## config.mk

```make
export PLATFORM = sky130hd
export DESIGN_NAME = ssac_top
export DESIGN_NICKNAME = d
export VERILOG_FILES = /design/src/verilog/ssac_pkg.sv /design/src/verilog/ssac_sync_if.sv /design/src/verilog/ssac_edge_sync.sv /design/src/verilog/ssac_top.sv
export SDC_FILE = /design/constraint.sdc
export NUM_CORES = 1
export LEC_CHECK = 0
export BUFFER_PORTS_ARGS = -buffer_cell sky130_fd_sc_hd__buf_2
export CORE_MARGIN = 2
export CORE_UTILIZATION = 40
export DETAILED_ROUTE_END_ITERATION = 12
export GPL_ROUTABILITY_DRIVEN = 0
export SLEW_MARGIN = 20
export SYNTH_ARGS = -nofsm -noshare
export SYNTH_HDL_FRONTEND = slang
export SYNTH_SLANG_ARGS = --single-unit
```

## constraint.sdc

```tcl
create_clock -name CLK -period 4.15 [get_ports CLK]
set_clock_uncertainty 0.1 [all_clocks]
set_input_delay 0.6225 -clock CLK [delete_from_list [all_inputs] [get_ports CLK]]
set_output_delay 0.6225 -clock CLK [all_outputs]
set_load 0.02 [all_outputs]
```

## src/verilog/ssac_pkg.sv

```systemverilog
// Package for the serial step angle control block.
// Assumes one 200 MHz clock domain and a synchronous reset.
package ssac_pkg;
  localparam int          ANGLE_W     = 6;
  localparam logic [5:0]  ANGLE_RST   = 6'h00;
  localparam int          SHIFT_W     = 16;
  localparam logic [15:0] SHIFT_RST   = 16'h0000;
  localparam int          ADDR_W      = 2;
  localparam logic [1:0]  RUN_ADDR    = 2'h3;
  localparam int          CHG_LSB     = 0;
  localparam int          CHG_W       = 6;
  localparam logic [5:0]  FULL_OFFSET = 6'h08;
  localparam logic [5:0]  STEP_FULL   = 6'h10;
  localparam logic [5:0]  STEP_HALF   = 6'h08;
  localparam logic [5:0]  STEP_QUART  = 6'h04;
  localparam logic [5:0]  STEP_EIGHTH = 6'h02;

  typedef enum logic [3:0] {
    RES_FULL    = 4'b0001,
    RES_HALF    = 4'b0010,
    RES_QUARTER = 4'b0100,
    RES_EIGHTH  = 4'b1000
  } ssac_res_t;
endpackage

```

## src/verilog/ssac_sync_if.sv

```systemverilog
// Interface between the top module and one pin synchroniser.
// Assumes the owner drives raw from a pin outside the clock domain.
`timescale 1ns/1ps
interface ssac_sync_if;
  logic raw;
  logic level;
  logic rise;
  modport sync (input raw, output level, output rise);
  modport user (output raw, input level, input rise);
endinterface

```

## src/verilog/ssac_edge_sync.sv

```systemverilog
// Two-flop synchroniser with rising edge detect for one pin.
// Assumes CLK is much faster than the pin toggles.
`timescale 1ns/1ps
module ssac_edge_sync
  import ssac_pkg::*;
#(
  parameter logic IDLE = 1'b0
)
(
  input  wire logic  CLK,
  input  wire logic  RESET,
  ssac_sync_if.sync  port
);
  logic meta_reg;
  logic sync_reg;
  logic last_reg;
  logic meta_next;
  logic sync_next;
  logic last_next;

  always_comb
  begin
    meta_next = port.raw;
    sync_next = meta_reg;
    last_next = sync_reg;
  end

  // Reset to idle level so release makes no false edge
  always_ff @(posedge CLK)
  begin
    if (RESET)
    begin
      meta_reg <= IDLE;
      sync_reg <= IDLE;
      last_reg <= IDLE;
    end
    else
    begin
      meta_reg <= meta_next;
      sync_reg <= sync_next;
      last_reg <= last_next;
    end
  end

  assign port.level = sync_reg;
  assign port.rise  = sync_reg & ~last_reg;
endmodule

```

## src/verilog/ssac_top.sv

```systemverilog
// Step angle number logic: serial step changes and step/direction translator.
// Assumes all pins come from outside the CLK domain; RES_CFG is from local logic.
`timescale 1ns/1ps
module ssac_top
  import ssac_pkg::*;
(
  input  wire logic         CLK,
  input  wire logic         RESET,
  input  wire logic         SCK,
  input  wire logic         SDI,
  input  wire logic         SERIAL_STROBE_N,
  input  wire logic         STEP_IN,
  input  wire logic         DIR_IN,
  input  wire logic         RESOLUTION_SELECT_IN,
  input  wire logic [1:0]   RES_CFG,
  output logic [5:0]        STEP_ANGLE,
  output logic              MOVE_FWD,
  output logic              MOVE_REV
);
  ssac_sync_if sck_if ();
  ssac_sync_if sdi_if ();
  ssac_sync_if strb_if ();
  ssac_sync_if step_if ();
  ssac_sync_if dir_if ();
  ssac_sync_if ms_if ();

  assign sck_if.raw  = SCK;
  assign sdi_if.raw  = SDI;
  assign strb_if.raw = SERIAL_STROBE_N;
  assign step_if.raw = STEP_IN;
  assign dir_if.raw  = DIR_IN;
  assign ms_if.raw   = RESOLUTION_SELECT_IN;

  // Equal latency keeps SDI aligned with its SCK edge
  ssac_edge_sync #(.IDLE(1'b0)) u_sck  (.CLK(CLK), .RESET(RESET), .port(sck_if));
  ssac_edge_sync #(.IDLE(1'b0)) u_sdi  (.CLK(CLK), .RESET(RESET), .port(sdi_if));
  ssac_edge_sync #(.IDLE(1'b1)) u_strb (.CLK(CLK), .RESET(RESET), .port(strb_if));
  ssac_edge_sync #(.IDLE(1'b0)) u_step (.CLK(CLK), .RESET(RESET), .port(step_if));
  ssac_edge_sync #(.IDLE(1'b0)) u_dir  (.CLK(CLK), .RESET(RESET), .port(dir_if));
  ssac_edge_sync #(.IDLE(1'b0)) u_ms   (.CLK(CLK), .RESET(RESET), .port(ms_if));

  logic [SHIFT_W-1:0] shift_reg;
  logic [SHIFT_W-1:0] shift_next;
  logic [5:0]         angle_reg;
  logic [5:0]         angle_next;
  logic               fwd_reg;
  logic               fwd_next;
  logic               rev_reg;
  logic               rev_next;
  logic               run_hit;
  logic [CHG_W-1:0]   chg;
  ssac_res_t          res;
  logic [5:0]         step_k;
  logic [5:0]         offset;
  logic [5:0]         base;
  logic [5:0]         aligned;
  logic [5:0]         trans_angle;

  // Serial clock only shifts; never touches the angle
  always_comb
  begin
    shift_next = shift_reg;
    if (sck_if.rise)
      shift_next = {shift_reg[SHIFT_W-2:0], sdi_if.level};
  end

  assign run_hit = strb_if.rise && (shift_reg[SHIFT_W-1 -: ADDR_W] == RUN_ADDR);
  assign chg     = shift_reg[CHG_LSB +: CHG_W];

  // Resolution from config bits and pin level
  always_comb
  begin
    case ({RES_CFG, ms_if.level})
      3'b000:  res = RES_HALF;
      3'b001:  res = RES_QUARTER;
      3'b010:  res = RES_FULL;
      3'b011:  res = RES_HALF;
      3'b100:  res = RES_FULL;
      3'b101:  res = RES_QUARTER;
      3'b110:  res = RES_HALF;
      3'b111:  res = RES_EIGHTH;
      default: res = RES_HALF;
    endcase
  end

  always_comb
  begin
    offset = 6'h00;
    case (res)
      RES_FULL:
      begin
        step_k = STEP_FULL;
        offset = FULL_OFFSET;
      end
      RES_HALF:    step_k = STEP_HALF;
      RES_QUARTER: step_k = STEP_QUART;
      RES_EIGHTH:  step_k = STEP_EIGHTH;
      default:     step_k = STEP_HALF;
    endcase
  end

  // Snap to the grid, so a resolution change lands on the next legal number
  always_comb
  begin
    base    = 6'(angle_reg - offset);
    aligned = base & ~6'(step_k - 6'h01);
    if (dir_if.level)
      trans_angle = 6'(aligned + step_k + offset);
    else if (base == aligned)
      trans_angle = 6'(aligned - step_k + offset);
    else
      trans_angle = 6'(aligned + offset);
  end

  // Serial write wins over a STEP edge in the same cycle
  always_comb
  begin
    angle_next = angle_reg;
    fwd_next   = 1'b0;
    rev_next   = 1'b0;
    if (run_hit)
    begin
      angle_next = 6'(angle_reg + chg);
      fwd_next   = !chg[CHG_W-1] && (chg != 6'h00);
      rev_next   = chg[CHG_W-1];
    end
    else if (step_if.rise)
    begin
      angle_next = trans_angle;
      fwd_next   = dir_if.level;
      rev_next   = !dir_if.level;
    end
  end

  always_ff @(posedge CLK)
  begin
    if (RESET)
    begin
      shift_reg <= SHIFT_RST;
      angle_reg <= ANGLE_RST;
      fwd_reg   <= 1'b0;
      rev_reg   <= 1'b0;
    end
    else
    begin
      shift_reg <= shift_next;
      angle_reg <= angle_next;
      fwd_reg   <= fwd_next;
      rev_reg   <= rev_next;
    end
  end

  assign STEP_ANGLE = angle_reg;
  assign MOVE_FWD   = fwd_reg;
  assign MOVE_REV   = rev_reg;
endmodule

```

; ---- After elaboration in Yosys (flattened, before gate mapping)
; Memories as Yosys holds them, arrays and structs flattened.
; Cells that the tools add are included.
[word_totals]
mem_count = 1
reg_bits = 39
in_bits = 10
word_cells = 57
out_inout_bits = 8
rom_bits = 32
[memory_table]
columns = memory, words, word_bits, rd, rd_clocked_by_memory_dff, write_ports, line
row1 = (no name shown), 8, 4, 1, 0, 0, ssac_top.sv:73  ; case ({RES_CFG, ms_if.level})
[op_classes]
n_eq_ne = 5
n_reduce_logical = 6
n_mux = 10
add_sub_neg = 8
bitwise_logic = 8
[op_table]
columns = operator, n
row1 = $add A6 B6 Y6, 5
row2 = $mux W6, 4
row3 = $pmux W5 S3, 1
row4 = $sub A6 B6 Y6, 2
row5 = $and A6 B6 Y6, 1
row6 = $eq A6 B6 Y1, 1
row7 = $not A6 Y6, 1
row8 = $reduce_bool A6 Y1, 1
row9 = $sub A6 B1 Y6 const B, 1
row10 = $eq A4 B1 Y1 const B, 1
row11 = $eq A4 B3 Y1 const B, 1
row12 = $eq A4 B4 Y1 const B, 1
row13 = $mux W1, 4
row14 = $mux W4, 1
row15 = $and A1 B1 Y1, 3
row16 = $not A1 Y1, 3
row17 = $eq A2 B2 Y1 const B, 1
row18 = $logic_and A1 B1 Y1, 2
row19 = $logic_not A1 Y1, 2
row20 = $reduce_bool A2 Y1, 1

; ---- Logic depth before layout (Yosys ltp)
; Gate-level depths: netlist of the first run.
; An unclocked memory read counts as a cell.
[logic_depth]
word_depth = 12
ltp_mapped = 17
ltp_nobuf = 17

; ---- By module
; Synthesis of the first run repeated with hierarchy kept, for this count alone.
[hier_totals]
cells_unflattened = 303
area_unflattened_um2 = 2702.6
[by_module_without_submodules]
columns = module, area_each_um2, seq_area_each_um2, n_inst, cells_each
row1 = ssac_top, 2179.6, 480.5, 1, 261
row2 = ssac_edge_sync (u_dir ...), 87.6, 60.1, 5, 7
row3 = ssac_edge_sync (u_strb), 85.1, 60.1, 1, 7

; ---- Worst setup path after synthesis of the first run
; No wires, ideal clock.
[synth_timing]
kind = input-to-reg
from = input port RES_CFG[0]
to = register angle_reg[5] (netlist: STEP_ANGLE[5])
path_stages = 15
setup_time_ns = 0.118
t_arrival_ns = 3.798
slack_ns = 0.134
required_ns = 3.932
n_path_buf = 0
cell_sequence = ha_1 > or3b_4 > a21oi_1 > inv_1 > ha_1 > xnor2_1 > nor2_1 > ha_1 > ha_1 > a21o_1 > a21oi_1 > xnor2_2 > xnor2_1 > mux2_2 > o2111a_1
[synth_between]
elab_chain_cells = 12
word_cells_on_any_way = 20
[synth_lines]
columns = element, line
row1 = "start, declared", ssac_top.sv:15  ; input wire logic [1:0] RES_CFG,
row2 = $mem_v2 Z8 W4 (*), n/a
row3 = "$eq A4 B4 Y1, or another cell as far along", ssac_top.sv:89  ; case (res)
row4 = $pmux W5 S3, ssac_top.sv:89
row5 = $sub A6 B1 Y6, ssac_top.sv:106  ; aligned = base & ~6'(step_k - 6'h01);
row6 = $not A6 Y6, ssac_top.sv:106
row7 = $and A6 B6 Y6, ssac_top.sv:106
row8 = $sub A6 B6 Y6, ssac_top.sv:110  ; trans_angle = 6'(aligned - step_k + offset);
row9 = $add A6 B6 Y6, ssac_top.sv:110
row10 = $mux W6, ssac_top.sv:109  ; else if (base == aligned)
row11 = $mux W6 (*), ssac_top.sv:107  ; if (dir_if.level)
row12 = $mux W6 (*), ssac_top.sv:127  ; else if (step_if.rise)
row13 = $mux W6 (*), ssac_top.sv:121  ; if (run_hit)
row14 = "end signal, assigned", ssac_top.sv:147  ; angle_reg <= angle_next;
row15 = "end, declared", ssac_top.sv:44  ; logic [5:0] angle_reg;
; Every way passes the cells marked *; elsewhere a longest branch is shown, timed or not. The select of a mux whose other input is x is not followed.
; A chain may end at the register's enable or synchronous reset.

; ---- Worst setup path in the final report of the first run
; Ends and elaborated chain as after synthesis.

==> results.json, run 1 <==
{
  "met1_usage_pct": 20.8,
  "clkTransAtPathRegs_ps": 70,
  "netlist-cell-type-count": 52,
  "core_sq_um": 5820,
  "io_pins": 18,
  "critPathLaunchType": "input pin",
  "power.share.sequential_pct": 42.5,
  "p_sw_mw": 0.221,
  "clock-sinks": 39,
  "cts_tree": "done",
  "synth-async-reset-ratio_pct": 0,
  "dp_hpwl_mm": 3.46,
  "syn_nets": 322,
  "crit_family": "adder cells",
  "clock_path_buffers": 2,
  "cp_cell_sequence": "buf_2 > ha_1 > or3b_4 > a21oi_1 > inv_1 > ha_1 > xnor2_1 > nor2_1 > ha_1 > ha_1 > a21o_1 > a21oi_1 > xnor2_2 > xnor2_1 > mux2_2 > o2111a_1",
  "yosysWarningCount": 0,
  "drt-initial-drc-count": 90,
  "synthCells": 287,
  "crit_buf_inv": 2,
  "maxCapViolations": 0,
  "rsz0062_at_grt": "false",
  "layout_setup_ws_ps": 300,
  "cp.required_ps": 4230,
  "rows": 28,
  "die_h_um": 81.0,
  "cp.depth": 16,
  "seq_area_frac_synth_pct": 32.9,
  "finalHoldViolations": 0,
  "hold_depth": 1,
  "cp-end-kind": "flop",
  "critPathArrivalTime_ps": 3930,
  "synth_area_sq_um": 2370,
  "portBuffers": 17,
  "synthFlopType": "dfxtp_1",
  "final.fill_count": 611,
  "gr-usage-all-layers_pct": 15.6,
  "max-slew-margin-rel_pct": 30.8,
  "peakVddDrop_mv": 0.323,
  "drc_errors": 0,
  "vias": 1871,
  "grt-ovfl-total": 0,
  "num_antenna_cells": 0,
  "max_freq_ghz": 0.260,
  "viasPerCell": 4.85,
  "antenna_found_initial": 0,
  "crit_top_cell": "ha_1",
  "cts_root_buf": "clkbuf_8",
  "hold_buffers": 0,
  "grt_pass1_vias": 1764,
  "grt_max_degree": 42,
  "p_leak_nw": 1.15,
  "grt_use_met2_pct": 25.5,
  "worstPathMaxFanout": 4,
  "die_w_um": 81.0,
  "post-cts-setup-buffers": 0,
  "internal-power_mw": 0.700,
  "wl_mm": 4.54,
  "fin_total_pwr_mw": 0.921,
  "syn_to_final_growth_pct": 14.6,
  "final.period_utilization_pct": 92.8,
  "fin_crit_ps": 3850,
  "dieArea_sq_um": 6560,
  "grtUsageMet3_pct": 2.67,
  "maxSlewViolCount": 0,
  "setup_violations": 0,
  "reg2reg_depth": 16,
  "p_per_area_nw_per_um2": 339,
  "cts-buffers-inserted": 5,
  "post-place-ws_ps": -2.42,
  "grt_pass1_wl_mm": 8.01,
  "dpl-instance-area_sq_um": 2580,
  "wl_per_cell_um": 11.8,
  "finalHoldWorstSlack_ps": 311,
  "p_clk_share_pct": 39.9,
  "initial_core_util_pct": 40.8,
  "p_comb_share_pct": 17.6,
  "slowest_stage": "or3b_4",
  "dr.pass1.iters": 4,
  "worst_slew_pin_slew_ps": 1040,
  "h-tree-depth": 2,
  "grt-busiest-layer": "met2",
  "status": "completed",
  "largest_register_ffs": 16,
  "critPathMaxStageDelay_ps": 420,
  "fin_tns_setup_ps": 0,
  "crit_type": "input pin to flop",
  "clkLatencyLatePin_ps": 290,
  "synth-edff-count": 0,
  "final_layout_size_suffix_gt1_share_pct": 16.1,
  "hold_path_class": "flop to flop",
  "layout.nets": 345,
  "p_sw_share_pct": 24.0,
  "ys_ff_latch": 39,
  "syn_avg_cell_area_sq_um": 8.26,
  "final_area_sq_um": 2720,
  "cts_resized": 0,
  "ant_nets": 0
}
path summary, 6_finish.rpt:
path | start | end | slack [ps]
max reg2reg | u_ms.port.level | STEP_ANGLE[5] | 360
min reg2reg | u_strb.meta_reg | u_strb.port.level | 310
max | RES_CFG[0] | STEP_ANGLE[5] | 300
min | u_strb.meta_reg | u_strb.port.level | 310
through the flow:
stage / utilization (%) / cells
6_report: 46.7 / 386
5_1_grt: 46.7 / 386
4_1_cts: 46.7 / 386
3_5_place_dp: 44.4 / 378
3_3_place_gp: 44.4 / 378
2_1_floorplan: - / 287
cell usage after synthesis, drive strengths merged, types with 2 or more instances:
library cell | instances | area share, %
a211oi | 4 | 2.0
a21o | 4 | 1.3
a21oi | 32 | 6.8
a31oi | 3 | 0.79
and2 | 4 | 1.1
clkbuf | 11 | 1.7
conb | 2 | 0.32
dfxtp | 39 | 33
fa | 3 | 2.5
ha | 22 | 12
inv | 23 | 3.6
mux2 | 3 | 1.4
mux2i | 2 | 0.84
nand2 | 42 | 6.8
nand2b | 4 | 1.1
nand3 | 3 | 0.63
nand4b | 2 | 0.74
nor2 | 17 | 2.8
nor2b | 16 | 4.2
nor3 | 2 | 0.42
nor3b | 2 | 0.63
o211ai | 2 | 0.63
o21ai | 9 | 1.9
or2 | 4 | 1.1
xnor2 | 10 | 4.0
xor2 | 3 | 1.1
placed cells by master, fill, tap and decap left out, drive strengths merged, types with 6 or more instances in the layout:
master and n:
a21oi 32, buf 27, clkbuf 6, dfxtp 39
ha 22, inv 23, nand2 42, nor2 17
nor2b 16, o21ai 9, xnor2 10
power groups by stage:
stage / clock, mW / combinational (mW) / sequential, mW
2_1_floorplan: 0 / 0.120 / 0.401
3_3_place_gp: 0 / 0.161 / 0.400
3_5_place_dp: 0 / 0.163 / 0.400
4_1_cts: 0.377 / 0.164 / 0.391
5_1_grt: 0.395 / 0.182 / 0.393
6_report: 0.368 / 0.162 / 0.391
cell families (layout without fill, tap and decap cells):
kind of cell	count (synthesis)	count (layout)	synth area share, %
fa+ha+maj	25	25	14.1
compound gates	66	66	17.7
flops	39	39	32.9
mux	5	5	2.27
xor+xnor	13	13	5.12
simple gates	103	103	22.1
buf+inv	34	58	5.38
other cells	2	2	0.317
layer usage:
| metal | up-vias | wire [um] |
|---|---|---|
| met3 | 5 | 72 |
| met4 | 0 | 46 |
| li1 | 1013 | - |
| met2 | 14 | 2080 |
| met1 | 839 | 2340 |
| met5 | - | 0 |
cell type report:
type	instances	area, sq um	share of cell area (%)
Multi-Input combinational cell	214	1460	53.8
Sequential cell	39	781	28.7
Timing Repair Buffer	27	160	5.90
Tap cell	75	93.8	3.45
Inverter	23	86.3	3.18
Clock buffer	6	72.6	2.67
Clock inverter	2	60.1	2.21
Power figures use the tool's default switching activity.
==> run 2: changes to the inputs <==
--- a/config.mk
+++ b/config.mk
@@ -5,6 +5,7 @@
 export SDC_FILE = /design/constraint.sdc
 export NUM_CORES = 1
 export LEC_CHECK = 0
+export ABC_AREA = 1
 export BUFFER_PORTS_ARGS = -buffer_cell sky130_fd_sc_hd__buf_2
 export CORE_MARGIN = 2
 export CORE_UTILIZATION = 40
==> run 2 against run 1 <==
- global-route usage shrank 0.76 points
- setup slack better by 240 ps
- fmax increased by 6.7%
- non-clock buffer count shrank 9
- first-iteration DRC count is 8.9% higher
- register-to-register slack better by 300 ps
==> results.json, run 2 <==
{
  "drc_errors": 0,
  "syn_to_final_growth_pct": 9.15,
  "mostFrequentLayoutCells": "nor2_1 (54), inv_1 (51), dfxtp_1 (39), nand2_1 (35), o21ai_0 (24)",
  "synth_top_cell_by_area": "dfxtp_1",
  "largest_register_ffs": 16,
  "critPathLaunchType": "input pin",
  "critPathMaxStageDelay_ps": 330,
  "cts_resized": 0,
  "seq_area_frac_synth_pct": 31.9,
  "yosys.area_share.adder_pct": 13.7,
  "cp-end-kind": "flop",
  "synthCells": 329,
  "netlist-cell-type-count": 39,
  "maxCapViolations": 0,
  "p_leak_nw": 1.37,
  "ff2ff_setup_slack_ps": 660,
  "cts_tree": "done",
  "yosysMostFrequentCell": "nor2_1",
  "dp_hpwl_mm": 3.58,
  "post-cts-setup-buffers": 0,
  "synth-edff-count": 0,
  "cts-buffers-inserted": 5,
  "cts_root_buf": "clkbuf_8",
  "synth_area_sq_um": 2450,
  "gr-usage-all-layers_pct": 14.9,
  "worstPathMaxFanout": 6,
  "synth-async-reset-ratio_pct": 0,
  "worst_slew_pin_slew_ps": 535,
  "synth_compound_area_share_pct": 13.2,
  "syn_nets": 364,
  "clock-sinks": 39,
  "yosysWarningCount": 0,
  "clock_path_buffers": 2,
  "grt_pass1_wl_mm": 7.79,
  "multiInputGateArea_sq_um": 1420,
  "die_w_um": 82.2,
  "synth_top_family_by_area": "simple AND/OR/NAND/NOR gates",
  "initial_core_util_pct": 41.4,
  "wl_mm": 4.56,
  "maxSlewViolCount": 0,
  "clkTransAtPathRegs_ps": 70,
  "cp_cell_sequence": "buf_2 > inv_1 > ha_1 > inv_1 > a21oi_2 > nand3_4 > ha_1 > inv_1 > nand3_2 > nand2_2 > nor2_1 > ha_1 > or2_2 > ha_1 > nand2_1 > o21ai_0 > xor2_1 > xor2_1 > nand2_1 > nand3_1 > a21oi_2",
  "vias": 1983,
  "synth_top_area_share_pct": 31.9,
  "setup_violations": 0,
  "layout.nets": 380,
  "max_freq_ghz": 0.277,
  "dr.pass1.iters": 4,
  "muxShareOfSynthArea_pct": 0,
  "core_sq_um": 5920,
  "drt-initial-drc-count": 98,
  "synthFlopType": "dfxtp_1",
  "grt_pass1_vias": 1749,
  "hold_buffers": 0,
  "synth.area.top_cells": "dfxtp_1 (32%), ha_1 (11%), nor2_1 (8.3%)",
  "hold_path_class": "flop to flop",
  "wl_per_cell_um": 10.8,
  "portBuffers": 17,
  "peakVddDrop_mv": 0.168,
  "final.period_utilization_pct": 87.0,
  "viasPerCell": 4.71,
  "p_per_area_nw_per_um2": 307,
  "synth_xor_area_share_pct": 3.22,
  "ys_top_cells_by_count": "nor2_1 (54), inv_1 (51), dfxtp_1 (39)",
  "seqCellArea_sq_um": 781,
  "clkLatencyLatePin_ps": 280,
  "crit_type": "input pin to flop",
  "slowest_stage": "ha_1",
  "finalHoldViolations": 0,
  "fin_crit_ps": 3610,
  "antenna_found_initial": 0,
  "dieArea_sq_um": 6760,
  "fin_total_pwr_mw": 0.820,
  "final.fill_count": 596,
  "rows": 28,
  "ys_ff_latch": 39,
  "final_common_cell": "nor2_1",
  "cp.required_ps": 4230,
  "rsz0062_at_grt": "false",
  "synthSimpleGateAreaFrac_pct": 27.3,
  "syn_avg_cell_area_sq_um": 7.44,
  "fin_tns_setup_ps": 0,
  "grt-ovfl-total": 0,
  "h-tree-depth": 2,
  "status": "completed",
  "crit_top_cell": "ha_1",
  "critPathArrivalTime_ps": 3690,
  "grt_max_degree": 22,
  "io_pins": 18,
  "final_layout_size_suffix_gt1_share_pct": 17.6,
  "max-slew-margin-rel_pct": 64.3,
  "die_h_um": 82.2,
  "num_antenna_cells": 0,
  "ant_nets": 0
}
==> run 2: critical path, delay by kind of cell <==
| family | cells | cell delay, ps |
|---|---|---|
| AND/OR/NAND/NOR | 8 | 900 |
| adder cells (fa/ha/maj) | 4 | 980 |
| buffers and inverters | 4 | 390 |
| XOR/XNOR | 2 | 360 |
| AO/OA/AOI/OAI | 3 | 440 |
==> run 2: logic make-up (layout without fill, tap and decap cells) <==
family,count (synthesis),after routing
AND/OR/NAND/NOR,133,133
buffers and inverters,64,81
AO/OA/AOI/OAI,57,57
flip-flops,39,39
adder cells (fa/ha/maj),25,25
XOR/XNOR,9,9
other,2,2
==> run 2: area by class of cell <==
type	count	area share, %
Multi-Input combinational cell	226	52.9
Sequential cell	39	29.2
Inverter	55	7.82
Tap cell	75	3.51
Timing Repair Buffer	18	3.46
Clock buffer	7	2.86
Clock inverter	1	0.187
==> run 2: final timing paths <==
| check | endpoint | cells after the start | start |
|---|---|---|---|
| setup / recovery | STEP_ANGLE[5] | 21 | RES_CFG[0] |
| hold / removal | u_dir.port.level | 2 | u_dir.meta_reg |
| setup reg to reg | STEP_ANGLE[5] | 20 | u_ms.port.level |
| hold reg to reg | u_dir.port.level | 2 | u_dir.meta_reg |
==> run 2: routing by layer <==
layer / global-route usage (%) / up-vias / share of wire [%]
li1: - / 1071 / -
met2: 23.5 / 33 / 45
met5: 0 / - / 0
met1: 20.3 / 875 / 49
met4: 4.83 / 0 / 0.92
met3: 2.93 / 4 / 4.8
==> run 2: per-stage QoR <==
step	worst slack [ps]	hold WS (ps)	cell area [sq um]	utilization, %	cells
global route	341	313	2670	45.1	421
detailed placement	241	293	2590	43.8	413
floorplan	607	288	2450	-	329
global placement	350	289	2590	43.8	413
CTS	548	303	2670	45.1	421
finish	540	303	2670	45.1	421
==> run 2: report_power, final <==
part,total [mW],internal (mW),switching (mW)
logic,0.178,0.0688,0.109
clock network,0.241,0.118,0.123
registers,0.401,0.391,0.0101
==> run 3: changes to the inputs <==
==> constraint.sdc (replaced) <==
create_clock -name CLK -period 4.15 [get_ports CLK]
set_clock_uncertainty 0.1 [all_clocks]
set_input_delay 0.415 -clock CLK [delete_from_list [all_inputs] [get_ports CLK]]
set_output_delay 0.415 -clock CLK [all_outputs]
set_load 0.02 [all_outputs]
==> run 3 against run 2 <==
- clock power rose by 2%
- largest cell class unchanged
- cell count did not move
- die area did not move
- cell area did not move
- register-to-register slack got worse by 20 ps
- core utilization did not move
- largest power group unchanged
==> results.json, run 3 (same netlist as run 2, synthesis figures left out) <==
{
  "status": "completed",
  "largest_register_ffs": 16,
  "worstSetupStartpoint": "u_ms.port.level",
  "post-cts-setup-buffers": 0,
  "reg2reg_depth": 20,
  "crit_top_cell": "ha_1",
  "critPathLaunchType": "flop",
  "worst_slew_pin_slew_ps": 554,
  "critPathMaxStageDelay_ps": 360,
  "final_common_cell": "nor2_1",
  "die_w_um": 82.2,
  "wl_per_cell_um": 10.9,
  "cp_cell_sequence": "inv_1 > ha_1 > nand2_2 > nand2_4 > nand3_4 > ha_1 > inv_1 > nand3_2 > nand2_2 > nor2_1 > ha_1 > or2_2 > ha_1 > nand2_1 > o21ai_0 > xor2_1 > xor2_1 > nand2_1 > nand3_1 > a21oi_2",
  "clkTransAtPathRegs_ps": 70,
  "max-slew-margin-rel_pct": 63.0,
  "grtUsageMet3_pct": 3.48,
  "final_layout_size_suffix_gt1_share_pct": 17.6,
  "syn_to_final_growth_pct": 9.15,
  "fin_crit_ps": 3510,
  "grt_max_degree": 22,
  "grt-ovfl-total": 0,
  "drc_errors": 0,
  "grt_pass1_vias": 1747,
  "worstPathMaxFanout": 6,
  "dp_hpwl_mm": 3.56,
  "mostFrequentLayoutCells": "nor2_1 (54), inv_1 (51), dfxtp_1 (39), nand2_1 (35), o21ai_0 (24)",
  "ant_nets": 0,
  "dieArea_sq_um": 6760,
  "grt-busiest-layer": "met2",
  "clock_path_buffers": 2,
  "grt_pass1_wl_mm": 7.91,
  "crit_buf_inv": 2,
  "initial_core_util_pct": 41.4,
  "grt_use_met2_pct": 22.8,
  "vias": 1978,
  "finalHoldViolations": 0,
  "layout.nets": 380,
  "cts_resized": 0,
  "min_from": "SERIAL_STROBE_N",
  "met1_usage_pct": 21.0,
  "num_antenna_cells": 0,
  "dr.pass1.iters": 5,
  "gr-usage-all-layers_pct": 15.0,
  "final_util_pct": 45.1,
  "r2r_start": "u_ms.port.level",
  "setup_violations": 0,
  "h-tree-depth": 2,
  "clkLatencyLatePin_ps": 280,
  "core_sq_um": 5920,
  "hold_buffers": 0,
  "critPathArrivalTime_ps": 3590,
  "hold_depth": 2,
  "viasPerCell": 4.70,
  "fin_tns_setup_ps": 0,
  "cp.depth": 20,
  "peakVddDrop_mv": 0.177,
  "cp.required_ps": 4230,
  "crit_family": "adder cells",
  "rows": 28,
  "wl_mm": 4.58,
  "maxCapViolations": 0,
  "portBuffers": 17,
  "clock-sinks": 39,
  "die_h_um": 82.2,
  "rsz0062_at_grt": "false",
  "slowest_stage": "dfxtp_1",
  "cts_tree": "done",
  "cts_root_buf": "clkbuf_8",
  "p_leak_nw": 1.37,
  "p_per_area_nw_per_um2": 308,
  "drt-initial-drc-count": 122,
  "max_freq_ghz": 0.285,
  "antenna_found_initial": 0,
  "cts-buffers-inserted": 5,
  "cp-end-kind": "flop",
  "final.fill_count": 604,
  "crit_type": "flop to flop",
  "final.period_utilization_pct": 84.5,
  "hold_path_class": "input pin to flop",
  "io_pins": 18,
  "maxSlewViolCount": 0
}
## run 3: cell counts in the layout (fill, tap and decap cells not counted)
No cell type changed its count.
## run 3: worst paths after layout
check / endpoint / slack (ps)
worst max register to register: STEP_ANGLE[5] / 640
worst max-delay path: STEP_ANGLE[5] / 640
worst min-delay path: u_strb.meta_reg / 210
worst min register to register: u_dir.port.level / 300
## run 3: where the power goes
part           internal, mW  switching [mW]
clock network         0.118           0.127
logic                0.0687           0.109
registers             0.391          0.0103
## run 3: cell type report
| type | instances | area (sq um) | area share, % |
|---|---|---|---|
| clock buffers | 7 | 76.3 | 2.86 |
| multi-input cells | 226 | 1420 | 52.9 |
| well taps | 75 | 93.8 | 3.51 |
| repair buffers | 18 | 92.6 | 3.46 |
| flip-flops and latches | 39 | 781 | 29.2 |
| clock inverters | 1 | 5.00 | 0.187 |
| inverters | 55 | 209 | 7.82 |
## run 3: stage by stage
stage          cells  hold slack (ps)  instance area [sq um]  power (mW)  setup WS (ps)
6_report         421              212                   2670       0.824            642
5_1_grt          421              225                   2670       0.874            393
4_1_cts          421              202                   2670       0.830            626
3_5_place_dp     413              293                   2590       0.588            433
3_3_place_gp     413              289                   2590       0.584            558
2_1_floorplan    329              288                   2450       0.552            815
## run 3: routing by layer
metal	part of all wire (%)	wire length, um
met1	51	2330
met2	44	2040
met3	3.3	151
met4	1.4	65
met5	0	0
